$ cat src/hdl/aosr_pkg.sv
package aosr_pkg;

	// ==========================================================
	// Widths
	// ==========================================================
	localparam int AOSR_REG_W    = 16;
	localparam int AOSR_ALARM_N  = 4;
	localparam int AOSR_QDEPTH   = 16;

	// ==========================================================
	// Alarm register bit positions
	// ==========================================================
	localparam int ALM_QNE_BIT   = 4;
	localparam int ALM_NUM_LSB   = 6;
	localparam int ALM_LOW_BIT   = 12;
	localparam int ALM_UP_BIT    = 13;

	// ==========================================================
	// Operation condition bit positions
	// ==========================================================
	localparam int OPR_CAL_BIT   = 0;
	localparam int OPR_TEST_BIT  = 1;
	localparam int OPR_SCAN_BIT  = 4;
	localparam int OPR_TRIG_BIT  = 5;
	localparam int OPR_EXT_BIT   = 7;
	localparam int OPR_CFG_BIT   = 8;
	localparam int OPR_LOCK_BIT  = 10;
	localparam int OPR_ERR_BIT   = 13;
	localparam int OPR_BUSY_BIT  = 14;

	// ==========================================================
	// Values after reset and after preset
	// ==========================================================
	localparam logic [15:0] ENA_RST_VAL    = 16'h0000;
	localparam logic [15:0] ENA_PRESET_VAL = 16'h0000;
	localparam logic [15:0] REG_ZERO       = 16'h0000;
	localparam logic        CFG_CHG_RST    = 1'b0;

	// ==========================================================
	// Decoded host commands
	// ==========================================================
	typedef enum logic [3:0] {
		AOSR_NOP          = 4'h0,
		AOSR_RD_ALM_COND  = 4'h1,
		AOSR_WR_ALM_ENA   = 4'h2,
		AOSR_RD_ALM_ENA   = 4'h3,
		AOSR_RD_ALM_EVT   = 4'h4,
		AOSR_RD_OPR_COND  = 4'h5,
		AOSR_WR_OPR_ENA   = 4'h6,
		AOSR_RD_OPR_ENA   = 4'h7,
		AOSR_WR_QUE_ENA   = 4'h8,
		AOSR_RD_QUE_ENA   = 4'h9,
		AOSR_CLEAR_STATUS = 4'hA,
		AOSR_PRESET       = 4'hB,
		AOSR_FACTORY_RST  = 4'hC
	} aosr_op_t;

	typedef struct packed {
		logic        valid;
		aosr_op_t    op;
		logic [15:0] value;
	} aosr_cmd_t;

	typedef struct packed {
		logic        valid;
		logic        err;
		logic [15:0] value;
	} aosr_rsp_t;

	typedef struct packed {
		logic [3:0] numbered;
		logic       lower_limit;
		logic       upper_limit;
	} aosr_alarm_t;

	typedef struct packed {
		logic calibrating;
		logic self_test;
		logic scanning;
		logic awaiting_trigger_flag;
		logic ext_storage_present_flag;
		logic locked;
		logic error_queue_nonempty;
		logic busy;
	} aosr_oper_t;

endpackage

$ cat src/hdl/aosr_alarm_queue.sv
module aosr_alarm_queue
	import aosr_pkg::*;
#(
	parameter int DEPTH = AOSR_QDEPTH
) (
	input  wire logic clk_in,
	input  wire logic sys_rst_in,
	input  wire logic push_in,
	input  wire logic pop_in,
	input  wire logic flush_in,
	output logic      not_empty_out,
	output logic      full_out
);

	localparam int CW = $clog2(DEPTH + 1);
	localparam logic [CW-1:0] FULL_CNT = CW'(DEPTH);
	localparam logic [CW-1:0] ONE_CNT  = CW'(1);
	localparam logic [CW-1:0] ZERO_CNT = CW'(0);

	if (DEPTH < 1) begin : g_chk_depth
		$error("aosr_alarm_queue: DEPTH must be at least 1");
	end

	logic [CW-1:0] cnt_q;
	logic [CW-1:0] cnt_d;
	logic          inc;
	logic          dec;

	// ==========================================================
	// Occupancy count
	// ==========================================================
	always_comb begin
		inc   = push_in && (cnt_q != FULL_CNT);
		dec   = pop_in && (cnt_q != ZERO_CNT);
		cnt_d = cnt_q;
		// A push in the flush cycle survives the flush
		if (flush_in) begin
			cnt_d = push_in ? ONE_CNT : ZERO_CNT;
		end else if (inc && !dec) begin
			cnt_d = cnt_q + ONE_CNT;
		end else if (dec && !inc) begin
			cnt_d = cnt_q - ONE_CNT;
		end
	end

	always_ff @(posedge clk_in or posedge sys_rst_in) begin
		if (sys_rst_in) begin
			cnt_q <= ZERO_CNT;
		end else begin
			cnt_q <= cnt_d;
		end
	end

	assign not_empty_out = (cnt_q != ZERO_CNT);
	assign full_out      = (cnt_q == FULL_CNT);

endmodule

$ cat src/hdl/aosr_event_latch.sv
module aosr_event_latch
	import aosr_pkg::*;
#(
	parameter int WIDTH = AOSR_REG_W
) (
	input  wire logic             clk_in,
	input  wire logic             sys_rst_in,
	input  wire logic [WIDTH-1:0] cond_in,
	input  wire logic             clear_in,
	output logic      [WIDTH-1:0] event_out
);

	if (WIDTH < 1) begin : g_chk_width
		$error("aosr_event_latch: WIDTH must be at least 1");
	end

	logic [WIDTH-1:0] prev_q;
	logic [WIDTH-1:0] prev_d;
	logic [WIDTH-1:0] evt_q;
	logic [WIDTH-1:0] evt_d;

	// ==========================================================
	// Rising edge capture, sticky until cleared
	// ==========================================================
	always_comb begin
		prev_d = cond_in;
		// New edge wins over a clear in the same cycle
		evt_d  = (evt_q & ~{WIDTH{clear_in}}) | (cond_in & ~prev_q);
	end

	always_ff @(posedge clk_in or posedge sys_rst_in) begin
		if (sys_rst_in) begin
			prev_q <= '0;
			evt_q  <= '0;
		end else begin
			prev_q <= prev_d;
			evt_q  <= evt_d;
		end
	end

	assign event_out = evt_q;

endmodule

$ cat src/hdl/aosr_status_regs.sv
// Overview of operation
// - Alarm condition register is read-only; reading changes no bit.
// - Clear-status empties the alarm queue and drops the queue-not-empty bit 4, unless an alarm push comes in the same cycle.
// - Alarm bit 4 is high while the alarm queue holds an entry, following the queue occupancy one cycle later.
// - Numbered alarms one to four appear on alarm bits 6 through 9.
// - Lower-limit alarm sets bit 12, upper-limit alarm sets bit 13.
// - Alarm enable mask holds any written 16-bit value and reads it back.
// - An alarm event reaches the summary only where its enable bit is one.
// - Status preset loads zero into the alarm enable mask.
// - Alarm event bits stay set until an event read or clear-status.
// - Every status read answers the register value as an unsigned integer.
// - Operation condition register is read-only; reading clears nothing.
// - Operation bit 14 is high while a long-running command executes.
// - Factory reset sets operation bit 8, scan configuration changed.
// - Calibrating bit 0, self-test bit 1, scanning bit 4, awaiting trigger bit 5.
// - External storage bit 7, locked bit 10, error queue not empty bit 13.
// - Status preset also zeroes the operation and questionable enable masks.
module aosr_status_regs
	import aosr_pkg::*;
#(
	parameter int QUEUE_DEPTH = AOSR_QDEPTH
) (
	input  wire logic        clk_in,
	input  wire logic        sys_rst_in,
	input  wire aosr_cmd_t   cmd_in,
	input  wire aosr_alarm_t alarm_in,
	input  wire logic        alarm_push_in,
	input  wire logic        alarm_pop_in,
	input  wire aosr_oper_t  oper_in,
	input  wire logic        scan_cfg_changed_in,
	input  wire logic        scan_cfg_ack_in,
	output aosr_rsp_t        rsp_out,
	output logic             alarm_summary_out,
	output logic [15:0]      alarm_cond_out,
	output logic [15:0]      alarm_event_out,
	output logic [15:0]      alarm_enable_out,
	output logic [15:0]      oper_cond_out,
	output logic [15:0]      oper_enable_out,
	output logic [15:0]      ques_enable_out,
	output logic             alarm_queue_full_out
);

	// ==========================================================
	// Elaboration checks
	// ==========================================================
	if (QUEUE_DEPTH < 1) begin : g_chk_depth
		$error("aosr_status_regs: QUEUE_DEPTH must be at least 1");
	end

	// The ports and the bit maps assume one 16-bit word per register
	if (AOSR_REG_W != 16) begin : g_chk_width
		$error("aosr_status_regs: register width must be 16");
	end

	if (AOSR_ALARM_N != 4) begin : g_chk_alarm_cnt
		$error("aosr_status_regs: the alarm input carries four numbered alarms");
	end

	if (ALM_NUM_LSB <= ALM_QNE_BIT || ALM_NUM_LSB + AOSR_ALARM_N > ALM_LOW_BIT) begin : g_chk_alarm_num
		$error("aosr_status_regs: numbered alarm field overlaps another alarm bit");
	end

	if (ALM_UP_BIT <= ALM_LOW_BIT || ALM_UP_BIT >= AOSR_REG_W) begin : g_chk_alarm_lim
		$error("aosr_status_regs: limit alarm bits out of order or out of the word");
	end

	if (OPR_BUSY_BIT >= AOSR_REG_W) begin : g_chk_oper
		$error("aosr_status_regs: operation busy bit outside the word");
	end

	// ==========================================================
	// Command decode
	// ==========================================================
	logic is_cls;
	logic is_preset;
	logic is_rst;
	logic rd_evt;
	logic wr_alm_ena;
	logic wr_opr_ena;
	logic wr_que_ena;

	always_comb begin
		is_cls     = cmd_in.valid && (cmd_in.op == AOSR_CLEAR_STATUS);
		is_preset  = cmd_in.valid && (cmd_in.op == AOSR_PRESET);
		is_rst     = cmd_in.valid && (cmd_in.op == AOSR_FACTORY_RST);
		rd_evt     = cmd_in.valid && (cmd_in.op == AOSR_RD_ALM_EVT);
		wr_alm_ena = cmd_in.valid && (cmd_in.op == AOSR_WR_ALM_ENA);
		wr_opr_ena = cmd_in.valid && (cmd_in.op == AOSR_WR_OPR_ENA);
		wr_que_ena = cmd_in.valid && (cmd_in.op == AOSR_WR_QUE_ENA);
	end

	// ==========================================================
	// Alarm queue occupancy
	// ==========================================================
	logic queue_not_empty;
	logic queue_full;

	// Only occupancy is kept here; the queued alarm records live elsewhere
	aosr_alarm_queue #(
		.DEPTH (QUEUE_DEPTH)
	) u_queue (
		.clk_in        (clk_in),
		.sys_rst_in    (sys_rst_in),
		.push_in       (alarm_push_in),
		.pop_in        (alarm_pop_in),
		.flush_in      (is_cls),
		.not_empty_out (queue_not_empty),
		.full_out      (queue_full)
	);

	// ==========================================================
	// Alarm condition register
	// ==========================================================
	logic [15:0] alm_cond_q;
	logic [15:0] alm_cond_d;

	// Bits not assigned below stay zero
	always_comb begin
		alm_cond_d = REG_ZERO;
		alm_cond_d[ALM_QNE_BIT] = queue_not_empty;
		alm_cond_d[ALM_NUM_LSB +: AOSR_ALARM_N] = alarm_in.numbered;
		alm_cond_d[ALM_LOW_BIT] = alarm_in.lower_limit;
		alm_cond_d[ALM_UP_BIT]  = alarm_in.upper_limit;
	end

	// Source-driven except bit 4, which clear-status drops by flushing the queue
	always_ff @(posedge clk_in or posedge sys_rst_in) begin
		if (sys_rst_in) begin
			alm_cond_q <= REG_ZERO;
		end else begin
			alm_cond_q <= alm_cond_d;
		end
	end

	// ==========================================================
	// Alarm event latch
	// ==========================================================
	// Events include bit 4, so a newly filled queue also reaches the summary
	logic [15:0] alm_evt;
	logic        evt_clear;

	// Read-to-clear and clear-status share one clear
	assign evt_clear = rd_evt || is_cls;

	aosr_event_latch #(
		.WIDTH (AOSR_REG_W)
	) u_alarm_evt (
		.clk_in     (clk_in),
		.sys_rst_in (sys_rst_in),
		.cond_in    (alm_cond_q),
		.clear_in   (evt_clear),
		.event_out  (alm_evt)
	);

	// ==========================================================
	// Enable masks
	// ==========================================================
	logic [15:0] alm_ena_q;
	logic [15:0] alm_ena_d;
	logic [15:0] opr_ena_q;
	logic [15:0] opr_ena_d;
	logic [15:0] que_ena_q;
	logic [15:0] que_ena_d;

	// Factory reset leaves the masks alone; only preset clears them
	// Preset wins if a write and a preset ever coincide
	always_comb begin
		alm_ena_d = alm_ena_q;
		opr_ena_d = opr_ena_q;
		que_ena_d = que_ena_q;
		if (is_preset) begin
			alm_ena_d = ENA_PRESET_VAL;
			opr_ena_d = ENA_PRESET_VAL;
			que_ena_d = ENA_PRESET_VAL;
		end else begin
			if (wr_alm_ena) begin
				alm_ena_d = cmd_in.value;
			end
			if (wr_opr_ena) begin
				opr_ena_d = cmd_in.value;
			end
			if (wr_que_ena) begin
				que_ena_d = cmd_in.value;
			end
		end
	end

	always_ff @(posedge clk_in or posedge sys_rst_in) begin
		if (sys_rst_in) begin
			alm_ena_q <= ENA_RST_VAL;
			opr_ena_q <= ENA_RST_VAL;
			que_ena_q <= ENA_RST_VAL;
		end else begin
			alm_ena_q <= alm_ena_d;
			opr_ena_q <= opr_ena_d;
			que_ena_q <= que_ena_d;
		end
	end

	// ==========================================================
	// Operation condition register
	// ==========================================================
	logic        cfg_chg_q;
	logic        cfg_chg_d;
	logic [15:0] opr_cond_q;
	logic [15:0] opr_cond_d;

	// A setting cause beats the acknowledge in the same cycle
	always_comb begin
		cfg_chg_d = cfg_chg_q;
		if (is_rst || scan_cfg_changed_in) begin
			cfg_chg_d = 1'b1;
		end else if (scan_cfg_ack_in) begin
			cfg_chg_d = 1'b0;
		end
	end

	// Bit 8 takes the next flag value so it shows one cycle after its cause
	always_comb begin
		opr_cond_d = REG_ZERO;
		opr_cond_d[OPR_CAL_BIT]  = oper_in.calibrating;
		opr_cond_d[OPR_TEST_BIT] = oper_in.self_test;
		opr_cond_d[OPR_SCAN_BIT] = oper_in.scanning;
		opr_cond_d[OPR_TRIG_BIT] = oper_in.awaiting_trigger_flag;
		opr_cond_d[OPR_EXT_BIT]  = oper_in.ext_storage_present_flag;
		opr_cond_d[OPR_CFG_BIT]  = cfg_chg_d;
		opr_cond_d[OPR_LOCK_BIT] = oper_in.locked;
		opr_cond_d[OPR_ERR_BIT]  = oper_in.error_queue_nonempty;
		opr_cond_d[OPR_BUSY_BIT] = oper_in.busy;
	end

	always_ff @(posedge clk_in or posedge sys_rst_in) begin
		if (sys_rst_in) begin
			cfg_chg_q <= CFG_CHG_RST;
		end else begin
			cfg_chg_q <= cfg_chg_d;
		end
	end

	// Reads never feed back here
	always_ff @(posedge clk_in or posedge sys_rst_in) begin
		if (sys_rst_in) begin
			opr_cond_q <= REG_ZERO;
		end else begin
			opr_cond_q <= opr_cond_d;
		end
	end

	// ==========================================================
	// Query answers
	// ==========================================================
	// Answers stand one cycle; nothing stalls, so the host must take them then
	aosr_rsp_t rsp_q;
	aosr_rsp_t rsp_d;

	// Value is the plain binary word: its integer is the weighted bit sum
	always_comb begin
		rsp_d       = '0;
		rsp_d.valid = cmd_in.valid;
		unique case (cmd_in.op)
			AOSR_RD_ALM_COND: rsp_d.value = alm_cond_q;
			AOSR_RD_ALM_ENA:  rsp_d.value = alm_ena_q;
			AOSR_RD_ALM_EVT:  rsp_d.value = alm_evt;
			AOSR_RD_OPR_COND: rsp_d.value = opr_cond_q;
			AOSR_RD_OPR_ENA:  rsp_d.value = opr_ena_q;
			AOSR_RD_QUE_ENA:  rsp_d.value = que_ena_q;
			AOSR_NOP:         rsp_d.valid = 1'b0;
			AOSR_WR_ALM_ENA,
			AOSR_WR_OPR_ENA,
			AOSR_WR_QUE_ENA,
			AOSR_CLEAR_STATUS,
			AOSR_PRESET,
			AOSR_FACTORY_RST: rsp_d.value = REG_ZERO;
			// Undefined codes answer with an error flag
			default:          rsp_d.err   = cmd_in.valid;
		endcase
	end

	always_ff @(posedge clk_in or posedge sys_rst_in) begin
		if (sys_rst_in) begin
			rsp_q <= '0;
		end else begin
			rsp_q <= rsp_d;
		end
	end

	// ==========================================================
	// Outputs
	// ==========================================================
	// Summary is a gate on flop outputs, one level deep
	assign alarm_summary_out    = |(alm_evt & alm_ena_q);
	assign rsp_out              = rsp_q;
	assign alarm_cond_out       = alm_cond_q;
	assign alarm_event_out      = alm_evt;
	assign alarm_enable_out     = alm_ena_q;
	assign oper_cond_out        = opr_cond_q;
	assign oper_enable_out      = opr_ena_q;
	assign ques_enable_out      = que_ena_q;
	assign alarm_queue_full_out = queue_full;

endmodule

$ cat config.mk
export PLATFORM = sky130hd
export DESIGN_NAME = aosr_status_regs
export DESIGN_NICKNAME = d
export VERILOG_FILES = /design/src/hdl/aosr_pkg.sv /design/src/hdl/aosr_alarm_queue.sv /design/src/hdl/aosr_event_latch.sv /design/src/hdl/aosr_status_regs.sv
export SDC_FILE = /design/constraint.sdc
export NUM_CORES = 1
export LEC_CHECK = 0
export ABC_AREA = 1
export BUFFER_PORTS_ARGS = -buffer_cell sky130_fd_sc_hd__buf_2
export CORE_MARGIN = 2
export CORE_UTILIZATION = 50
export CTS_CLUSTER_SIZE = 8
export DETAILED_ROUTE_END_ITERATION = 8
export PLACE_DENSITY = 0.85
export SLEW_MARGIN = 20
export SYNTH_ARGS = -nofsm -noshare
export SYNTH_HDL_FRONTEND = slang
export SYNTH_SLANG_ARGS = --single-unit
export TNS_END_PERCENT = 30
$ cat constraint.sdc
create_clock -name clk_in -period 3.9 [get_ports clk_in]
set_clock_uncertainty 0.1 [all_clocks]
set_input_delay 0 -clock clk_in [delete_from_list [all_inputs] [get_ports clk_in]]
set_output_delay 0 -clock clk_in [all_outputs]
set_load 0.02 [all_outputs]
==> results.py, run 1 <==
metrics = {
    "critical_path": {
        "required_ps": 4080,
        "critPathLaunchType": "register",
        "worstPathCellList": "nor2_1, nand3_1, nand2_1, inv_1, nand2_1, ha_1, a21oi_1, nand2_1, nand2_1, nand2_1, nand2_1, nand2_1, nand2_1, nand2_1",
        "ff2ff_path_depth": 14,
        "ff2ff_setup_slack_ps": 1500,
        "cp-startpoint": "u_queue.cnt_q[0]$_DFFE_PP0P_",
        "r2r-start": "u_queue.cnt_q[0]$_DFFE_PP0P_",
        "r2r_end": "u_queue.cnt_q[4]$_DFFE_PP0P_",
        "arrival_ps": 2570,
        "critPathCaptureType": "register",
        "critPathSlowestCell": "dfrtp_1",
        "crit_type": "register to register",
        "cp_max_fo": 12,
        "cpPeakStageDelay_ps": 460,
        "crit_path_frequent_cell": "nand2_1",
    },
    "yosys": {
        "yosysTopAreaCell": "dfrtp_1",
        "yosys_warnings": 0,
        "synth_seq_cells": 110,
        "synth_top_cell_area_share_pct": 59.1,
        "async_flop_share_pct": 100,
        "synth_cells": 495,
        "synthDistinctLibCells": 35,
        "synth_common_cells": "nand2_1 (114), dfrtp_1 (110), o21ai_0 (55), nand3_1 (45), inv_1 (44)",
        "yosysMostFrequentCell": "nand2_1",
        "synth_area_leaders": "dfrtp_1 (59%), nand2_1 (9.2%), o21ai_0 (5.9%)",
        "yosys_most_used_dff": "dfrtp_1",
        "yosysSeqAreaShare_pct": 59.1,
        "synth_area_sq_mm": 0.00466,
        "synth_edf_count": 0,
        "syn_avg_cell_area_sq_um": 9.41,
    },
    "min_path": {
        "hp-class": "input pin to async pin",
    },
    "clocking": {
        "clk_latency_ps": 370,
        "cts_tree": "done",
        "clock-sinks": 110,
        "clkTransAtPathRegs_ps": 110,
        "htreeDepth": 3,
        "cts_root_buffer": "clkbuf_8",
        "cts_buffers": 9,
        "cts_buffer_depth": 2,
        "post_cts_buffers": 0,
    },
    "timing": {
        "rsz0062_at_grt": "no",
        "fin_ws_ps": 1500,
        "period_minus_slack_ps": 2400,
        "hold_ws_ps": 118,
        "slew_headroom_pct": 23.7,
        "setup_viol": 0,
        "finalHoldViolCount": 0,
        "drv_slew": 0,
        "final.setup.tns_ps": 0,
        "fmax_mhz": 417,
        "timing.final.crit_share_pct": 61.5,
        "tightestPinTransition_ps": 1140,
    },
    "floorplan": {
        "die_x_um": 100,
        "start_util_pct": 50.9,
        "dieHeight_um": 100,
        "io_pins": 157,
        "rows": 35,
        "core_sq_mm": 0.00915,
        "die_area_sq_mm": 0.0101,
    },
    "drt": {
        "drt_iter0_markers": 277,
        "routed_wl_um": 13600,
        "vias_per_cell": 5.46,
        "detailroute.via_count": 4332,
        "wl_per_cell_um": 17.1,
        "first_pass_iters": 5,
        "drtAntennaViolNets": 0,
        "drc": 0,
    },
    "global_route": {
        "grt_pass1_vias": 4235,
        "track_usage_pct": 27.3,
        "antenna_found_initial": 0,
        "grt_pass1_wl_um": 21000,
        "grt_max_degree": 83,
        "overflow": 0,
    },
    "flow_run": {
        "max_cap_violations": 0,
    },
    "power": {
        "vdd_drop_max_mv": 0.244,
        "total_power_mw": 3.16,
        "total_leakage_power_nw": 3.19,
        "p_per_area_mw_per_mm2": 523,
    },
    "finish": {
        "layout.cells.non_filler": 793,
        "fin_nets": 723,
        "drive_above_1_share_pct": 26.0,
        "utilization_pct": 66.0,
        "finalInstanceArea_sq_mm": 0.00604,
        "area_growth_pct": 29.7,
        "diodes": 0,
    },
    "placement": {
        "io_buffer_count": 140,
        "dp_slack_ps": 1510,
        "routabilityCongestion": 0.873,
        "placed_cells": 734,
        "placed_cell_area_sq_mm": 0.00539,
        "dp_hpwl_um": 9350,
    },
    "status": {
        "outcome": "finished clean",
    },
}
critical path, delay by kind of cell, from the launching register on:
family	cells	cell delay [ps]
buffers and inverters	1	50
and+or+nand+nor	11	1140
AOI/OAI and AO/OA	1	200
adders and majority gates	1	350
DFF	1	460
flip-flops by register name, summed over array words and instances (netlist names):
signal	flops
alarm_cond_out	7
alarm_enable_out	16
oper_cond_out	9
oper_enable_out	16
ques_enable_out	16
rsp_out	18
u_alarm_evt.event_out	16
u_alarm_evt.prev_q	7
u_queue.cnt_q	5
worst max path at each step:
stage	endpoint	slack (ps)	cells past startpoint
after floorplan	alarm_cond_out[12]$_DFF_PP0_	900	1
after global routing	u_queue.cnt_q[4]$_DFFE_PP0P_	1210	13
after CTS	u_queue.cnt_q[4]$_DFFE_PP0P_	1500	14
after global placement	u_queue.cnt_q[4]$_DFFE_PP0P_	1720	13
final	u_queue.cnt_q[4]$_DFFE_PP0P_	1500	14
after detailed placement	u_queue.cnt_q[4]$_DFFE_PP0P_	1510	14
cell type report:
cell class / instances / area (sq um)
timing repair buffer: 189 / 1190
sequential: 110 / 2750
clock buffer: 10 / 138
inverter: 48 / 183
clock inverter: 6 / 68.8
fill: 728 / 3110
tap: 111 / 139
multi-input combinational: 319 / 1570
metal layers:
layer | vias up | wire length, um | GRT usage, %
li1 | 1973 | - | -
met1 | 2099 | 5400 | 34.8
met2 | 230 | 6790 | 46.1
met3 | 30 | 1020 | 5.34
met4 | 0 | 376 | 10.5
met5 | - | 0 | 0
power by group:
part           internal, mW  total [mW]  switching (mW)
combinational         0.331       0.955           0.623
sequential             1.33        1.50           0.168
clock                 0.318       0.706           0.388
total                  1.98        3.16            1.18
cells by family (layout without fill, tap and decap cells):
family	after synthesis	in the layout	share of synthesized area, %
other cells	1	16	0.0805
flops	110	110	59.1
fa+ha+maj	5	5	1.51
compound gates	103	103	12.6
buf+inv	81	253	8.49
simple gates	193	193	17.9
xor+xnor	2	2	0.376
what timing repair did:
action | in CTS | in global routing
gates resized for setup | 0 | 0
hold buffers | 42 | 0
hold endpoints to repair | 148 | 0
layout by cell type (no fill, tap or decap), types with 11 or more instances in the layout:
master and instances:
a21oi_1 13, buf_2 140, conb_1 16, dfrtp_1 110, dlygate4sd3_1 42, inv_1 43
nand2_1 114, nand3_1 45, nor2_1 19, o21ai_0 55, o22ai_1 11
Power figures use the tool's default switching activity.
==> run 2, diff against run 1 <==
--- a/config.mk
+++ b/config.mk
@@ -8,10 +8,10 @@
 export ABC_AREA = 1
 export BUFFER_PORTS_ARGS = -buffer_cell sky130_fd_sc_hd__buf_2
 export CORE_MARGIN = 2
-export CORE_UTILIZATION = 50
+export CORE_UTILIZATION = 45
 export CTS_CLUSTER_SIZE = 8
 export DETAILED_ROUTE_END_ITERATION = 8
-export PLACE_DENSITY = 0.85
+export PLACE_DENSITY = 0.81
 export SLEW_MARGIN = 20
 export SYNTH_ARGS = -nofsm -noshare
 export SYNTH_HDL_FRONTEND = slang
==> constraint.sdc (replaced) <==
create_clock -name clk_in -period 1.9 [get_ports clk_in]
set_clock_uncertainty 0.1 [all_clocks]
set_input_delay 0 -clock clk_in [delete_from_list [all_inputs] [get_ports clk_in]]
set_output_delay 0 -clock clk_in [all_outputs]
set_load 0.02 [all_outputs]
==> results.py, run 2 (synthesized netlist as in run 1, its figures left out) <==
metrics = {
    "status": {
        "outcome": "finished, violations left",
        "failed_checks": "negative setup slack",
    },
    "timing": {
        "timing.final.crit_share_pct": 104,
        "drv_slew": 0,
        "rsz0062_at_grt": "yes",
        "period_minus_slack_ps": 1970,
        "fmax_mhz": 508,
        "setup_viol": 2,
        "fin_ws_ps": -68.2,
        "tightestPinTransition_ps": 571,
        "finalHoldViolCount": 0,
        "slew_headroom_pct": 61.8,
    },
    "placement": {
        "io_buffer_count": 140,
        "dp_hpwl_um": 9900,
        "placed_cell_area_sq_mm": 0.00559,
        "routabilityCongestion": 0.859,
        "dp_slack_ps": -318,
    },
    "critical_path": {
        "crit_type": "register to register",
        "ff2ff_setup_slack_ps": -70,
        "critPathCaptureType": "register",
        "r2r_end": "u_queue.cnt_q[4]$_DFFE_PP0P_",
        "cp_max_fo": 5,
        "ff2ff_path_depth": 13,
        "worstPathCellList": "nor2_4, nand3_2, nand2_2, nand2_4, fa_2, nand3_2, nand2_1, nand2_1, nand2_1, nand2_1, nand2_1, nand2_1, nand2_1",
        "cpPeakStageDelay_ps": 430,
        "r2r-start": "u_queue.cnt_q[0]$_DFFE_PP0P_",
        "required_ps": 2070,
        "critPathSlowestCell": "dfrtp_1",
        "crit_path_frequent_cell": "nand2_1",
        "arrival_ps": 2140,
        "critPathLaunchType": "register",
    },
    "floorplan": {
        "die_area_sq_mm": 0.0112,
        "core_sq_mm": 0.0102,
        "rows": 37,
        "die_x_um": 106,
        "io_pins": 157,
        "start_util_pct": 45.7,
        "dieHeight_um": 106,
    },
    "global_route": {
        "overflow": 0,
        "grt_pass1_wl_um": 22700,
        "grt_max_degree": 56,
        "track_usage_pct": 26.1,
        "grt_pass1_vias": 4366,
        "antenna_found_initial": 0,
    },
    "power": {
        "vdd_drop_max_mv": 0.541,
        "p_per_area_mw_per_mm2": 1090,
        "total_leakage_power_nw": 3.28,
        "total_power_mw": 6.88,
    },
    "flow_run": {
        "max_cap_violations": 0,
    },
    "finish": {
        "diodes": 0,
        "utilization_pct": 61.8,
        "largest_reg_flops": 18,
        "layout_common_cells": "buf_2 (140), nand2_1 (111), dfrtp_1 (110), o21ai_0 (55), nand3_1 (42)",
        "finalInstanceArea_sq_mm": 0.00630,
        "area_growth_pct": 35.2,
        "drive_above_1_share_pct": 30.2,
        "fin_nets": 742,
        "fillers": 854,
        "final_common_cell": "buf_2",
    },
    "drt": {
        "first_pass_iters": 5,
        "drtAntennaViolNets": 0,
        "drt_iter0_markers": 347,
        "routed_wl_um": 14400,
        "detailroute.via_count": 4460,
        "vias_per_cell": 5.33,
        "drc": 0,
        "wl_per_cell_um": 17.2,
    },
    "min_path": {
        "hold_start": "alarm_pop_in",
        "min_to": "u_queue.cnt_q[2]$_DFFE_PP0P_",
        "hp-class": "input pin to register",
        "hold_depth": 6,
    },
    "clocking": {
        "clk_latency_ps": 370,
        "clkTransAtPathRegs_ps": 110,
        "clock-sinks": 110,
        "cts_buffers": 9,
        "cts_buffer_depth": 2,
        "htreeDepth": 3,
        "cts_root_buffer": "clkbuf_8",
        "cts_tree": "done",
    },
}
==> run 2: report_power, final <==
group	leakage, nW	internal, mW	switching, mW	total (mW)
logic	1.82	0.919	1.44	2.36
registers	1.36	2.73	0.355	3.09
clock network	0.0977	0.624	0.815	1.44
total	3.28	4.27	2.61	6.88
==> run 2: repair_timing <==
action                     4_1_cts  5_1_grt
hold buffers                    39        0
hold endpoints to repair       170        0
setup endpoints to repair        3        4
resized for setup               15        4
buffers inserted                 2        2
pin swaps                        6        2
==> run 2: cell type report <==
type	count	area (sq um)	area share, %
clock inverter	6	68.8	1.09
inverter	48	184	2.92
clock buffer	10	128	2.03
tap	136	170	2.70
multi-input combinational	319	1660	26.3
timing repair buffer	208	1340	21.2
sequential	110	2750	43.7
==> run 2: through the flow <==
step                      setup TNS, ps  hold WS, ps  std cells
after CTS                         -87.1         70.3        835
after global routing               -368         99.0        837
final                             -92.1         87.9        837
after floorplan                    -227        -68.6        510
after detailed placement           -628        -28.5        778
after global placement            -48.5        -35.1        778
==> run 2: per-layer routing <==
| metal | share of wire [%] | GRT usage (%) | vias to the layer above |
|---|---|---|---|
| met5 | 0 | 0 | - |
| met4 | 2.3 | 7.52 | 0 |
| met3 | 8.8 | 4.89 | 32 |
| met2 | 51 | 44.7 | 269 |
| met1 | 38 | 33.9 | 2155 |
| li1 | - | - | 2004 |
==> run 2: how the worst max path moves through the flow <==
stage / start / to / slack, ps / cells past startpoint
after floorplan: u_queue.cnt_q[0]$_DFFE_PP0P_ / u_queue.cnt_q[4]$_DFFE_PP0P_ / -180 / 14
after global placement: u_queue.cnt_q[0]$_DFFE_PP0P_ / u_queue.cnt_q[4]$_DFFE_PP0P_ / -50 / 14
after detailed placement: u_queue.cnt_q[0]$_DFFE_PP0P_ / u_queue.cnt_q[4]$_DFFE_PP0P_ / -320 / 14
after CTS: u_queue.cnt_q[2]$_DFFE_PP0P_ / u_queue.cnt_q[4]$_DFFE_PP0P_ / -50 / 14
after global routing: u_queue.cnt_q[0]$_DFFE_PP0P_ / u_queue.cnt_q[4]$_DFFE_PP0P_ / -160 / 13
final: u_queue.cnt_q[0]$_DFFE_PP0P_ / u_queue.cnt_q[4]$_DFFE_PP0P_ / -70 / 13
==> run 2: critical path, delay by kind of cell, from the launching register on <==
family                   cells  cell delay, ps
AND/OR/NAND/NOR             12             970
flip-flops                   1             430
adder cells (fa/ha/maj)      1             360
